[src/pkg/dnet_node_pkg.sv]
package dnet_node_pkg;

   // ---------------------------------------------------------------
   // switch field layout
   // ---------------------------------------------------------------
   localparam int SW_W = 8;
   localparam int NODE_W = 6;
   localparam int NODE_LSB = 0;
   localparam int RATE_LSB = 6;
   localparam int RATE_W = 2;

   // bit-rate codes, as {switch 8, switch 7}
   localparam logic [1:0] RATE_125K = 2'h0;
   localparam logic [1:0] RATE_250K = 2'h1;
   localparam logic [1:0] RATE_500K = 2'h2;
   localparam logic [1:0] RATE_BAD = 2'h3;

   // ---------------------------------------------------------------
   // assembly addresses (class, instance, attribute)
   // ---------------------------------------------------------------
   localparam logic [7:0] ASM_CLASS = 8'h04;
   localparam logic [7:0] ASM_ATTR = 8'h03;
   localparam logic [7:0] IN1_INST = 8'h01;
   localparam logic [7:0] IN2_INST = 8'h02;
   localparam logic [7:0] OUT_INST = 8'h15;
   localparam logic [7:0] SENSOR_MASK = 8'h0f;
   localparam logic [7:0] VALVE_MASK = 8'h07;
   localparam logic [1:0] LEN_ONE = 2'h1;
   localparam logic [1:0] LEN_TWO = 2'h2;

   // ---------------------------------------------------------------
   // register map
   // ---------------------------------------------------------------
   localparam int ADDR_W = 8;
   localparam int DATA_W = 32;
   localparam logic [7:0] REG_LAYOUT = 8'h00;
   localparam logic [7:0] REG_STATUS = 8'h04;
   localparam logic [7:0] REG_VALVES = 8'h08;
   localparam logic [7:0] REG_INPUTS = 8'h0c;
   localparam int LAY_IN_LSB = 0;
   localparam int LAY_OUT_LSB = 8;
   localparam int ST_NODE_LSB = 0;
   localparam int ST_RATE_LSB = 8;
   localparam int ST_BAD_BIT = 12;
   localparam int ST_ONLINE_BIT = 13;

   // cycles the switch synchroniser needs before sampling
   localparam logic [1:0] SETTLE_CYCLES = 2'h3;

   typedef enum logic [2:0]
   {
      ST_SAMPLE = 3'b001,
      ST_RUN = 3'b010,
      ST_HALT = 3'b100
   } node_state_t;

endpackage

[src/dnet_node_io.sv]
`timescale 1ns/100ps

// What this block does
// (RL1) node id from switches 1-6, switch 1 lsb
// (RL2) switch off reads zero, on reads one
// (RL3) switches 7-8 pick 125, 250, 500 kbaud
// (RL4) both rate switches on: stay silent
// (RL5) switches sampled only at restart
// (RL6) power-up or reset message restarts node
// (RL7) two input layouts, one output layout
// (RL8) layouts chosen by parameter or connection setup
// (RL9) layout one: sensors 1-4 in bits 0-3
// (RL10) layout two: same byte plus second byte
// (RL11) output layout bits 0-2 drive valves 1-3
// (RL12) active or energised encodes as one
// (RL13) produced layout sent on each cyclic tick
// (RL14) explicit reads return the layout contents
// (RL15) unused input bits zero, unused output ignored
module dnet_node_io
   import dnet_node_pkg::*;
(
   input wire logic ref_clk, // system clock
   input wire logic rst_n, // sync reset, power-up restart
   input wire logic [SW_W-1:0] dip_sw, // config switches, bit0 = switch 1, on = 1
   input wire logic position_sensor_1, // sensor pin
   input wire logic position_sensor_2, // sensor pin
   input wire logic position_sensor_3, // sensor pin
   input wire logic position_sensor_4, // sensor pin
   input wire logic reset_msg, // restart request from stack, pulse
   input wire logic conn_setup, // i/o connection setup, pulse
   input wire logic [7:0] conn_prod_inst, // produced path instance
   input wire logic [7:0] conn_cons_inst, // consumed path instance
   input wire logic produce_tick, // cyclic produce request, pulse
   input wire logic rx_valid, // consumed output data, pulse
   input wire logic [7:0] rx_byte, // consumed output byte 0
   input wire logic expl_req, // explicit read request, pulse
   input wire logic [7:0] expl_class, // requested class
   input wire logic [7:0] expl_inst, // requested instance
   input wire logic [7:0] expl_attr, // requested attribute
   input wire logic [ADDR_W-1:0] reg_addr, // register byte address
   input wire logic [DATA_W-1:0] reg_wdata, // register write data
   input wire logic reg_wr, // write strobe
   input wire logic reg_rd, // read strobe
   output logic [DATA_W-1:0] reg_rdata, // read data, cycle after strobe
   output logic [NODE_W-1:0] node_id, // latched node identifier
   output logic [RATE_W-1:0] bit_rate_code, // latched rate code
   output logic rate_invalid, // prohibited rate latched
   output logic online, // node may use the bus
   output logic valve_drive_1, // solenoid valve 1
   output logic valve_drive_2, // solenoid valve 2
   output logic valve_drive_3, // solenoid valve 3
   output logic tx_valid, // produced frame, pulse
   output logic [1:0] tx_len, // produced byte count
   output logic [7:0] tx_byte0, // produced byte 0
   output logic [7:0] tx_byte1, // produced byte 1
   output logic conn_accept, // setup taken, pulse
   output logic conn_reject, // setup refused, pulse
   output logic expl_ack, // explicit answer, pulse
   output logic expl_ok, // address was valid
   output logic [1:0] expl_len, // answer byte count
   output logic [7:0] expl_byte0, // answer byte 0
   output logic [7:0] expl_byte1 // answer byte 1
);

   // ---------------------------------------------------------------
   // helpers
   // ---------------------------------------------------------------
   // {ok, len, byte0, byte1} for one assembly instance
   function automatic logic [18:0] read_layout(input logic [7:0] inst,
                                               input logic [3:0] sens,
                                               input logic [2:0] vlv);
      logic [7:0] sbyte;
      logic [7:0] vbyte;
      sbyte = {4'h0, sens} & SENSOR_MASK; // [RL9] [RL12] [RL15]
      vbyte = {5'h00, vlv} & VALVE_MASK;
      if (inst == IN1_INST)
      begin
         read_layout = {1'b1, LEN_ONE, sbyte, 8'h00}; // [RL9]
      end
      else if (inst == IN2_INST)
      begin
         read_layout = {1'b1, LEN_TWO, sbyte, 8'h00}; // [RL10]
      end
      else if (inst == OUT_INST)
      begin
         read_layout = {1'b1, LEN_ONE, vbyte, 8'h00}; // [RL11]
      end
      else
      begin
         read_layout = {1'b0, 2'h0, 8'h00, 8'h00};
      end
   endfunction

   // ---------------------------------------------------------------
   // pin synchronisers
   // ---------------------------------------------------------------
   logic [SW_W-1:0] dip_meta;
   logic [SW_W-1:0] dip_sync;
   logic [3:0] sensor_meta;
   logic [3:0] sensor_sync;

   always_ff @(posedge ref_clk)
   begin
      if (!rst_n)
      begin
         dip_meta <= '0;
         dip_sync <= '0;
         sensor_meta <= '0;
         sensor_sync <= '0;
      end
      else
      begin
         dip_meta <= dip_sw;
         dip_sync <= dip_meta;
         sensor_meta <= {position_sensor_4, position_sensor_3,
                         position_sensor_2, position_sensor_1};
         sensor_sync <= sensor_meta;
      end
   end

   // ---------------------------------------------------------------
   // restart and switch sampling
   // ---------------------------------------------------------------
   node_state_t state;
   node_state_t next_state;
   logic [1:0] settle;
   logic [1:0] next_settle;
   logic [NODE_W-1:0] next_node_id;
   logic [RATE_W-1:0] next_bit_rate_code;
   logic next_rate_invalid;
   logic next_online;

   always_comb
   begin
      next_state = state;
      next_settle = settle;
      next_node_id = node_id;
      next_bit_rate_code = bit_rate_code;
      next_rate_invalid = rate_invalid;
      next_online = online;
      unique case (state)
         ST_SAMPLE:
         begin
            // wait out the synchroniser so reset zeros are never latched
            if (settle == SETTLE_CYCLES - 2'h1)
            begin
               next_node_id = dip_sync[NODE_LSB +: NODE_W]; // [RL1] [RL2] [RL5]
               next_bit_rate_code = dip_sync[RATE_LSB +: RATE_W]; // [RL3] [RL5]
               next_rate_invalid = (dip_sync[RATE_LSB +: RATE_W] == RATE_BAD); // [RL4]
               next_online = (dip_sync[RATE_LSB +: RATE_W] != RATE_BAD); // [RL4]
               next_state = next_online ? ST_RUN : ST_HALT;
            end
            else
            begin
               next_settle = settle + 2'h1;
            end
         end
         ST_RUN, ST_HALT:
         begin
            if (reset_msg)
            begin
               next_state = ST_SAMPLE; // [RL6]
               next_settle = 2'h0;
               next_online = 1'b0;
            end
         end
      endcase
   end

   always_ff @(posedge ref_clk)
   begin
      if (!rst_n)
      begin
         state <= ST_SAMPLE; // [RL6]
         settle <= 2'h0;
         node_id <= '0;
         bit_rate_code <= RATE_125K;
         rate_invalid <= 1'b0;
         online <= 1'b0;
      end
      else
      begin
         state <= next_state;
         settle <= next_settle;
         node_id <= next_node_id;
         bit_rate_code <= next_bit_rate_code;
         rate_invalid <= next_rate_invalid;
         online <= next_online;
      end
   end

   // ---------------------------------------------------------------
   // process data, explicit reads and register port
   // ---------------------------------------------------------------
   logic [7:0] layout_in;
   logic [7:0] layout_out;
   logic [2:0] valves;
   logic [7:0] next_layout_in;
   logic [7:0] next_layout_out;
   logic [2:0] next_valves;
   logic [DATA_W-1:0] next_reg_rdata;
   logic next_tx_valid;
   logic [1:0] next_tx_len;
   logic [7:0] next_tx_byte0;
   logic [7:0] next_tx_byte1;
   logic next_conn_accept;
   logic next_conn_reject;
   logic next_expl_ack;
   logic next_expl_ok;
   logic [1:0] next_expl_len;
   logic [7:0] next_expl_byte0;
   logic [7:0] next_expl_byte1;
   logic [18:0] prod;
   logic [18:0] expl;
   logic [7:0] wr_in;
   logic [7:0] wr_out;

   always_comb
   begin
      prod = read_layout(layout_in, sensor_sync, valves);
      expl = read_layout(expl_inst, sensor_sync, valves);
      wr_in = reg_wdata[LAY_IN_LSB +: 8];
      wr_out = reg_wdata[LAY_OUT_LSB +: 8];
      next_layout_in = layout_in;
      next_layout_out = layout_out;
      next_valves = valves;
      next_reg_rdata = '0;
      next_tx_valid = 1'b0;
      next_tx_len = tx_len;
      next_tx_byte0 = tx_byte0;
      next_tx_byte1 = tx_byte1;
      next_conn_accept = 1'b0;
      next_conn_reject = 1'b0;
      next_expl_ack = 1'b0;
      next_expl_ok = expl_ok;
      next_expl_len = expl_len;
      next_expl_byte0 = expl_byte0;
      next_expl_byte1 = expl_byte1;

      // software-selected active layouts; other instances refused
      if (reg_wr && reg_addr == REG_LAYOUT
          && (wr_in == IN1_INST || wr_in == IN2_INST) && wr_out == OUT_INST)
      begin
         next_layout_in = wr_in; // [RL7] [RL8]
         next_layout_out = wr_out;
      end
      if (reg_wr && reg_addr == REG_VALVES)
      begin
         next_valves = reg_wdata[2:0]; // [RL15]
      end

      if (conn_setup && online)
      begin
         if ((conn_prod_inst == IN1_INST || conn_prod_inst == IN2_INST)
             && conn_cons_inst == OUT_INST)
         begin
            next_layout_in = conn_prod_inst; // [RL8]
            next_layout_out = conn_cons_inst;
            next_conn_accept = 1'b1;
         end
         else
         begin
            next_conn_reject = 1'b1;
         end
      end

      if (rx_valid && online)
      begin
         next_valves = rx_byte[2:0]; // [RL11] [RL12] [RL15]
      end

      // halted node never transmits
      if (produce_tick && online)
      begin
         next_tx_valid = 1'b1; // [RL13] [RL4]
         next_tx_len = prod[17:16];
         next_tx_byte0 = prod[15:8];
         next_tx_byte1 = prod[7:0];
      end

      if (expl_req && online)
      begin
         next_expl_ack = 1'b1; // [RL14]
         next_expl_ok = expl[18] && expl_class == ASM_CLASS && expl_attr == ASM_ATTR;
         next_expl_len = next_expl_ok ? expl[17:16] : 2'h0;
         next_expl_byte0 = next_expl_ok ? expl[15:8] : 8'h00;
         next_expl_byte1 = next_expl_ok ? expl[7:0] : 8'h00;
      end

      if (reg_rd)
      begin
         unique case (reg_addr)
            REG_LAYOUT: next_reg_rdata = {16'h0000, layout_out, layout_in};
            REG_STATUS:
            begin
               next_reg_rdata[ST_NODE_LSB +: NODE_W] = node_id;
               next_reg_rdata[ST_RATE_LSB +: RATE_W] = bit_rate_code;
               next_reg_rdata[ST_BAD_BIT] = rate_invalid;
               next_reg_rdata[ST_ONLINE_BIT] = online;
            end
            REG_VALVES: next_reg_rdata = {29'h0, valves};
            REG_INPUTS: next_reg_rdata = {24'h0, prod[15:8]};
            default: next_reg_rdata = '0;
         endcase
      end

      // restart drops the outputs to their safe de-energised state
      if (reset_msg && state != ST_SAMPLE)
      begin
         next_valves = 3'h0; // [RL6]
      end
   end

   always_ff @(posedge ref_clk)
   begin
      if (!rst_n)
      begin
         layout_in <= IN1_INST;
         layout_out <= OUT_INST;
         valves <= 3'h0;
         reg_rdata <= '0;
         tx_valid <= 1'b0;
         tx_len <= 2'h0;
         tx_byte0 <= 8'h00;
         tx_byte1 <= 8'h00;
         conn_accept <= 1'b0;
         conn_reject <= 1'b0;
         expl_ack <= 1'b0;
         expl_ok <= 1'b0;
         expl_len <= 2'h0;
         expl_byte0 <= 8'h00;
         expl_byte1 <= 8'h00;
      end
      else
      begin
         layout_in <= next_layout_in;
         layout_out <= next_layout_out;
         valves <= next_valves;
         reg_rdata <= next_reg_rdata;
         tx_valid <= next_tx_valid;
         tx_len <= next_tx_len;
         tx_byte0 <= next_tx_byte0;
         tx_byte1 <= next_tx_byte1;
         conn_accept <= next_conn_accept;
         conn_reject <= next_conn_reject;
         expl_ack <= next_expl_ack;
         expl_ok <= next_expl_ok;
         expl_len <= next_expl_len;
         expl_byte0 <= next_expl_byte0;
         expl_byte1 <= next_expl_byte1;
      end
   end

   assign valve_drive_1 = valves[0];
   assign valve_drive_2 = valves[1];
   assign valve_drive_3 = valves[2];
endmodule

[config.mk]
export PLATFORM = sky130hd
export DESIGN_NAME = dnet_node_io
export DESIGN_NICKNAME = d
export VERILOG_FILES = /design/src/pkg/dnet_node_pkg.sv /design/src/dnet_node_io.sv
export SDC_FILE = /design/constraint.sdc
export NUM_CORES = 1
export LEC_CHECK = 0
export BUFFER_PORTS_ARGS = -buffer_cell sky130_fd_sc_hd__buf_4
export CORE_UTILIZATION = 45
export DETAILED_ROUTE_END_ITERATION = 10
export PLACE_DENSITY = 0.8
export SYNTH_ARGS = -nofsm -noshare
export SYNTH_HDL_FRONTEND = slang
export SYNTH_SLANG_ARGS = --single-unit
[constraint.sdc]
create_clock -name ref_clk -period 1.9 [get_ports ref_clk]
set_input_delay 0.095 -clock ref_clk [delete_from_list [all_inputs] [get_ports ref_clk]]
set_output_delay 0.095 -clock ref_clk [all_outputs]
set_load 0.005 [all_outputs]
# Word-level counts from Yosys, hierarchy flattened
# Cells that the tools add are included.
classes:
  n_addsub: 1
  n_eq_ne: 27
  n_mux: 35
  n_bitwise: 1
  n_reduce_logical: 24
op_table:
  columns: ["operator", "count"]
  rows:
  - ["8-bit two-way mux", 8]
  - ["19-bit two-way mux", 3]
  - ["8-bit by 2-bit equality test with 1-bit output (second input constant)", 5]
  - ["18-bit two-way mux", 2]
  - ["8-bit by 1-bit equality test with 1-bit output (second input constant)", 4]
  - ["8-bit by 5-bit equality test with 1-bit output (second input constant)", 4]
  - ["6-bit case mux with 4 select lines", 1]
  - ["17-bit two-way mux", 1]
  - ["8-bit by 3-bit equality test with 1-bit output (second input constant)", 2]
  - ["8-bit by 4-bit equality test with 1-bit output (second input constant)", 2]
  - ["2-bit case mux with 2 select lines", 4]
  - ["3-bit two-way mux", 5]
  - ["1-bit logical AND", 12]
  - ["2-bit AND reduction", 5]
  - ["8-bit zero test", 1]
  - ["2-bit inequality test (second input constant)", 4]
  - ["1-bit two-way mux", 6]
  - ["2-bit two-way mux", 3]
  - ["3-bit case mux with 2 select lines", 1]
  - ["2-bit equality test (second input constant)", 2]
  - ["2-bit OR reduction", 2]
  - ["3-bit by 1-bit equality test with 1-bit output (second input constant)", 1]
  - ["3-bit by 2-bit equality test with 1-bit output (second input constant)", 1]
  - ["3-bit equality test (second input constant)", 1]
  - ["other kinds (7)", 8]
totals:
  register_bits: 131
  in_bits: 109

# Longest topological paths before layout
logic_depth:
  ltp_word: 7
  ltp_mapped: 7
  mapped_depth_nobuf: 7

# Worst setup path after synthesis
# Ideal clock, no wire load.
synth_timing:
  path_type: "reg-to-reg"
  from: "register layout_in[6]"
  to: "register reg_rdata[0]"
  setup_ns: 0.058
  arrival_ns: 1.548
  setup_slack_ns: 0.294
  path_stages_with_launch: 6
  path_buffers: 0
  period_less_slack_ns: 1.606
  path_cell_list: "dfxtp_1 or4_4 nor4_4 a22oi_1 a21oi_1 o21a_1"
synth_via:
  elab_chain_cells: 5
synth_rtl:
  columns: ["element", "line", "source"]
  rows:
  - ["start, declared", "dnet_node_io.sv:195", "logic [7:0] layout_in;"]
  - ["start signal, assigned", "dnet_node_io.sv:336", "layout_in <= next_layout_in;"]
  - ["8-bit by 5-bit equality test with 1-bit output", "dnet_node_io.sv:84", "else if (inst == OUT_INST)"]
  - ["17-bit two-way mux", "dnet_node_io.sv:84", null]
  - ["18-bit two-way mux", "dnet_node_io.sv:80", "else if (inst == IN2_INST)"]
  - ["18-bit two-way mux (*)", "dnet_node_io.sv:76", "if (inst == IN1_INST)"]
  - ["6-bit case mux with 4 select lines (*)", "dnet_node_io.sv:292", "unique case (reg_addr)"]
  - ["end signal, assigned", "dnet_node_io.sv:339", "reg_rdata <= next_reg_rdata;"]
  - ["end, declared", "dnet_node_io.sv:44", "output logic [DATA_W-1:0] reg_rdata,"]
# Mark *: on every way between the ends. The rest lies on a longest branch, timed or not.
# A chain may end at the register's enable or synchronous reset.

# Worst setup path after layout
# Ends and elaborated chain as after synthesis.

==> run_results.csv <==
group,metric,value,unit
logic_synthesis,syn_inst,404,
layout,layout_common_cells,"138 x buf_4, 90 x dfxtp_1, 40 x nand2_1, 40 x conb_1, 37 x and2_1",
placement,dpl.hpwl,6.66,mm
pwr,p_total,4.03,mW
timing,fin_crit_sh,94.5,%
floorplanning,die-area,8690,um^2
clock_tree,clock_latency,0.36,ns
clock_tree,clockBufferDepth,2,
global_route,grt-ovfl-total,0,
route,m1WireLength,3.54,mm
worst_setup_path,cp_max_fo,4,
layout,area_growth,32.9,%
route,drcViolationCount,0,
pwr,power.static_leakage,2.25,nW
global_route,grt_max_degree,35,
route,wire_per_inst,13.4,um
clock_tree,cts.sinks,90,
timing,finalSetupViolCount,0,
layout,final_nets,657,
timing,tns,0,ns
worst_setup_path,crit_type,"reg2reg",
route,viasPerCell,5.01,
clock_tree,cts_resized,0,
clock_tree,clkSlewWorstSetupHoldPaths,0.09,ns
floorplanning,io_pins,195,
route,met3_length,631,um
global_route,antenna_found_initial,0,
placement,place_area,4680,um^2
min_path,hp-class,"in2reg",
layout,postLayoutCoreUtil,63.1,%
global_route,grt.total_usage,20.2,%
global_route,grt_pass1_wl,13.6,mm
logic_synthesis,yosysSeqAreaShare,48.1,%
route,ant_nets,0,
logic_synthesis,yosys.cell_types.count,53,
clock_tree,cts_tree,"yes",
logic_synthesis,synth_edf_count,0,
layout,n_antenna_cell,0,
logic_synthesis,syn_area,3750,um^2
timing,fmax,557,MHz
route,top_layer_used,"met4",
timing,hold_viol_final,0,
route,wl_met2,4.53,mm
logic_synthesis,avgSynthCellArea,9.27,um^2
floorplanning,start_util,47.5,%
clock_tree,htree_levels,3,
logic_synthesis,synth-main-ff-cell,"dfxtp_1",
logic_synthesis,yosys_warnings,0,
route,drt_iter0_markers,120,
clock_tree,root_buffer,"clkbuf_8",
logic_synthesis,synth.area.top_cells,"dfxtp_1 48%, buf_4 8.0%, and2_1 6.2%",
route,vias,3276,
timing,period_needed,1.79,ns
route,first_pass_iters,5,
logic_synthesis,yosysTopAreaCellShare,48.1,%
floorplanning,rows,32,
logic_synthesis,synth.largest_area_cell,"dfxtp_1",
floorplanning,die_w,93.2,um
route,drt-total-wl,8.78,mm
placement,port-buffer-count,133,
layout,stdcell_area,4980,um^2
logic_synthesis,ys_seq_elements,90,
pwr,ir_drop,0.000481,V
floorplanning,die_h,93.2,um
layout,drive_above_1_share,30.4,%
timing,skew,0.00902,ns
clock_tree,cts_made_buffers,9,
worst_setup_path,worstPathArrival,2.09,ns
timing,drv_slew,0,
logic_synthesis,synthArstFlopShare,0,%
floorplanning,fp.coreArea,7890,um^2
worst_setup_path,endpoint_kind,"register",
status,status,"finished clean",
worst_setup_path,start_kind,"register",
pwr,p_per_area,808,nW/um^2
layout,final_common_cell,"buf_4",
flow_run,maxCapViolCount,0,
placement,place.gp.congestion,0.787,
worst_setup_path,cp.required,2.20,ns
global_route,first_global_vias,2958,
timing,rsz0062_at_grt,"no",
path summary, 6_finish.rpt:
check                          from           end  slack (ns)  cells after the start
setup reg to reg       layout_in[6]  reg_rdata[0]        0.11                      5
hold / removal    conn_prod_inst[1]  layout_in[1]        0.02                      3
setup / recovery       layout_in[6]  reg_rdata[0]        0.11                      5
hold reg to reg         dip_meta[5]   dip_sync[5]        0.44                      1
cells in the mapped netlist (2+ instances only):
master / count
a22oi_1: 3
a31oi_1: 3
dfxtp_1: 90
nand3_1: 7
o211ai_1: 4
nand4_1: 5
nand2b_1: 3
a21oi_1: 26
xnor2_1: 3
mux2_2: 3
buf_4: 40
a32oi_1: 2
nor4b_1: 5
and2_1: 37
clkbuf_1: 13
inv_1: 6
nor3_1: 2
and4_1: 3
and3_2: 2
o21a_1: 3
xor2_1: 2
nor2b_1: 5
o21ai_0: 8
buf_1: 3
nor2_1: 32
mux2i_1: 12
nand2_1: 40
and3_1: 8
a22o_1: 3
nor4_2: 3
nor4_1: 4
a211oi_1: 3
what timing repair did:
| action | 4_1_cts | 5_1_grt |
|---|---|---|
| hold buffers | 12 | 0 |
| endpoints found under the hold margin | 12 | 0 |
| setup buffers | 0 | 0 |
stage by stage:
| stage | setup WS (ns) | hold slack (ns) | std cells |
|---|---|---|---|
| after floorplan | 0.294 | 0.222 | 443 |
| after global routing | 0.0291 | 0.0184 | 654 |
| after CTS | 0.110 | 0.00451 | 654 |
| final | 0.105 | 0.0216 | 654 |
| after detailed placement | 0.136 | 0.307 | 626 |
| after global placement | 0.191 | 0.308 | 626 |
sequential cells by signal (all words and copies together) (netlist names), 2 cells and up:
register / flops
valves: 3
reg_rdata: 16
tx_byte0: 4
sensor_meta: 4
dip_meta: 8
tx_len: 2
state: 3
layout_in: 8
layout_out: 8
bit_rate_code: 2
settle: 2
expl_len: 2
node_id: 6
dip_sync: 8
sensor_sync: 4
expl_byte0: 4
final cells by class:
type,instances,area (um^2)
repair buffers,150,1160
well taps,102,128
clock inverters,7,51.3
inverters,7,26.3
clock buffers,9,124
fillers,687,2910
flip-flops and latches,90,1800
multi-input cells,289,1690
per-layer routing:
| metal | vias up | track usage [%] |
|---|---|---|
| met4 | 0 | 6.28 |
| met1 | 1538 | 23.0 |
| met2 | 135 | 35.3 |
| met5 | - | 0 |
| met3 | 8 | 7.07 |
| li1 | 1595 | - |
logic make-up after synthesis:
kind of cell               Yosys count  share of synthesized area (%)
xor gates and xnor gates             5                           1.17
muxes                               15                           4.11
AOI/OAI and AO/OA                   64                           10.8
buffers and inverters               64                           10.6
and+or+nand+nor                    164                           24.8
DFF                                 90                           48.1
other                                1                          0.100
adders and majority gates            1                          0.334
power breakdown:
group | leakage, nW | switching (mW) | internal [mW]
Sequential | 0.732 | 0.104 | 1.99
Combinational | 1.44 | 0.379 | 0.394
Clock | 0.0864 | 0.676 | 0.484
worst max-delay path, cell delays in order (launching register included):
cell	delay (ns)
dfxtp_1	0.33
or4_4	0.58
nor4_2	0.35
a22oi_1	0.18
a21oi_1	0.19
o21a_1	0.12
(Power assumes the default switching activity.)
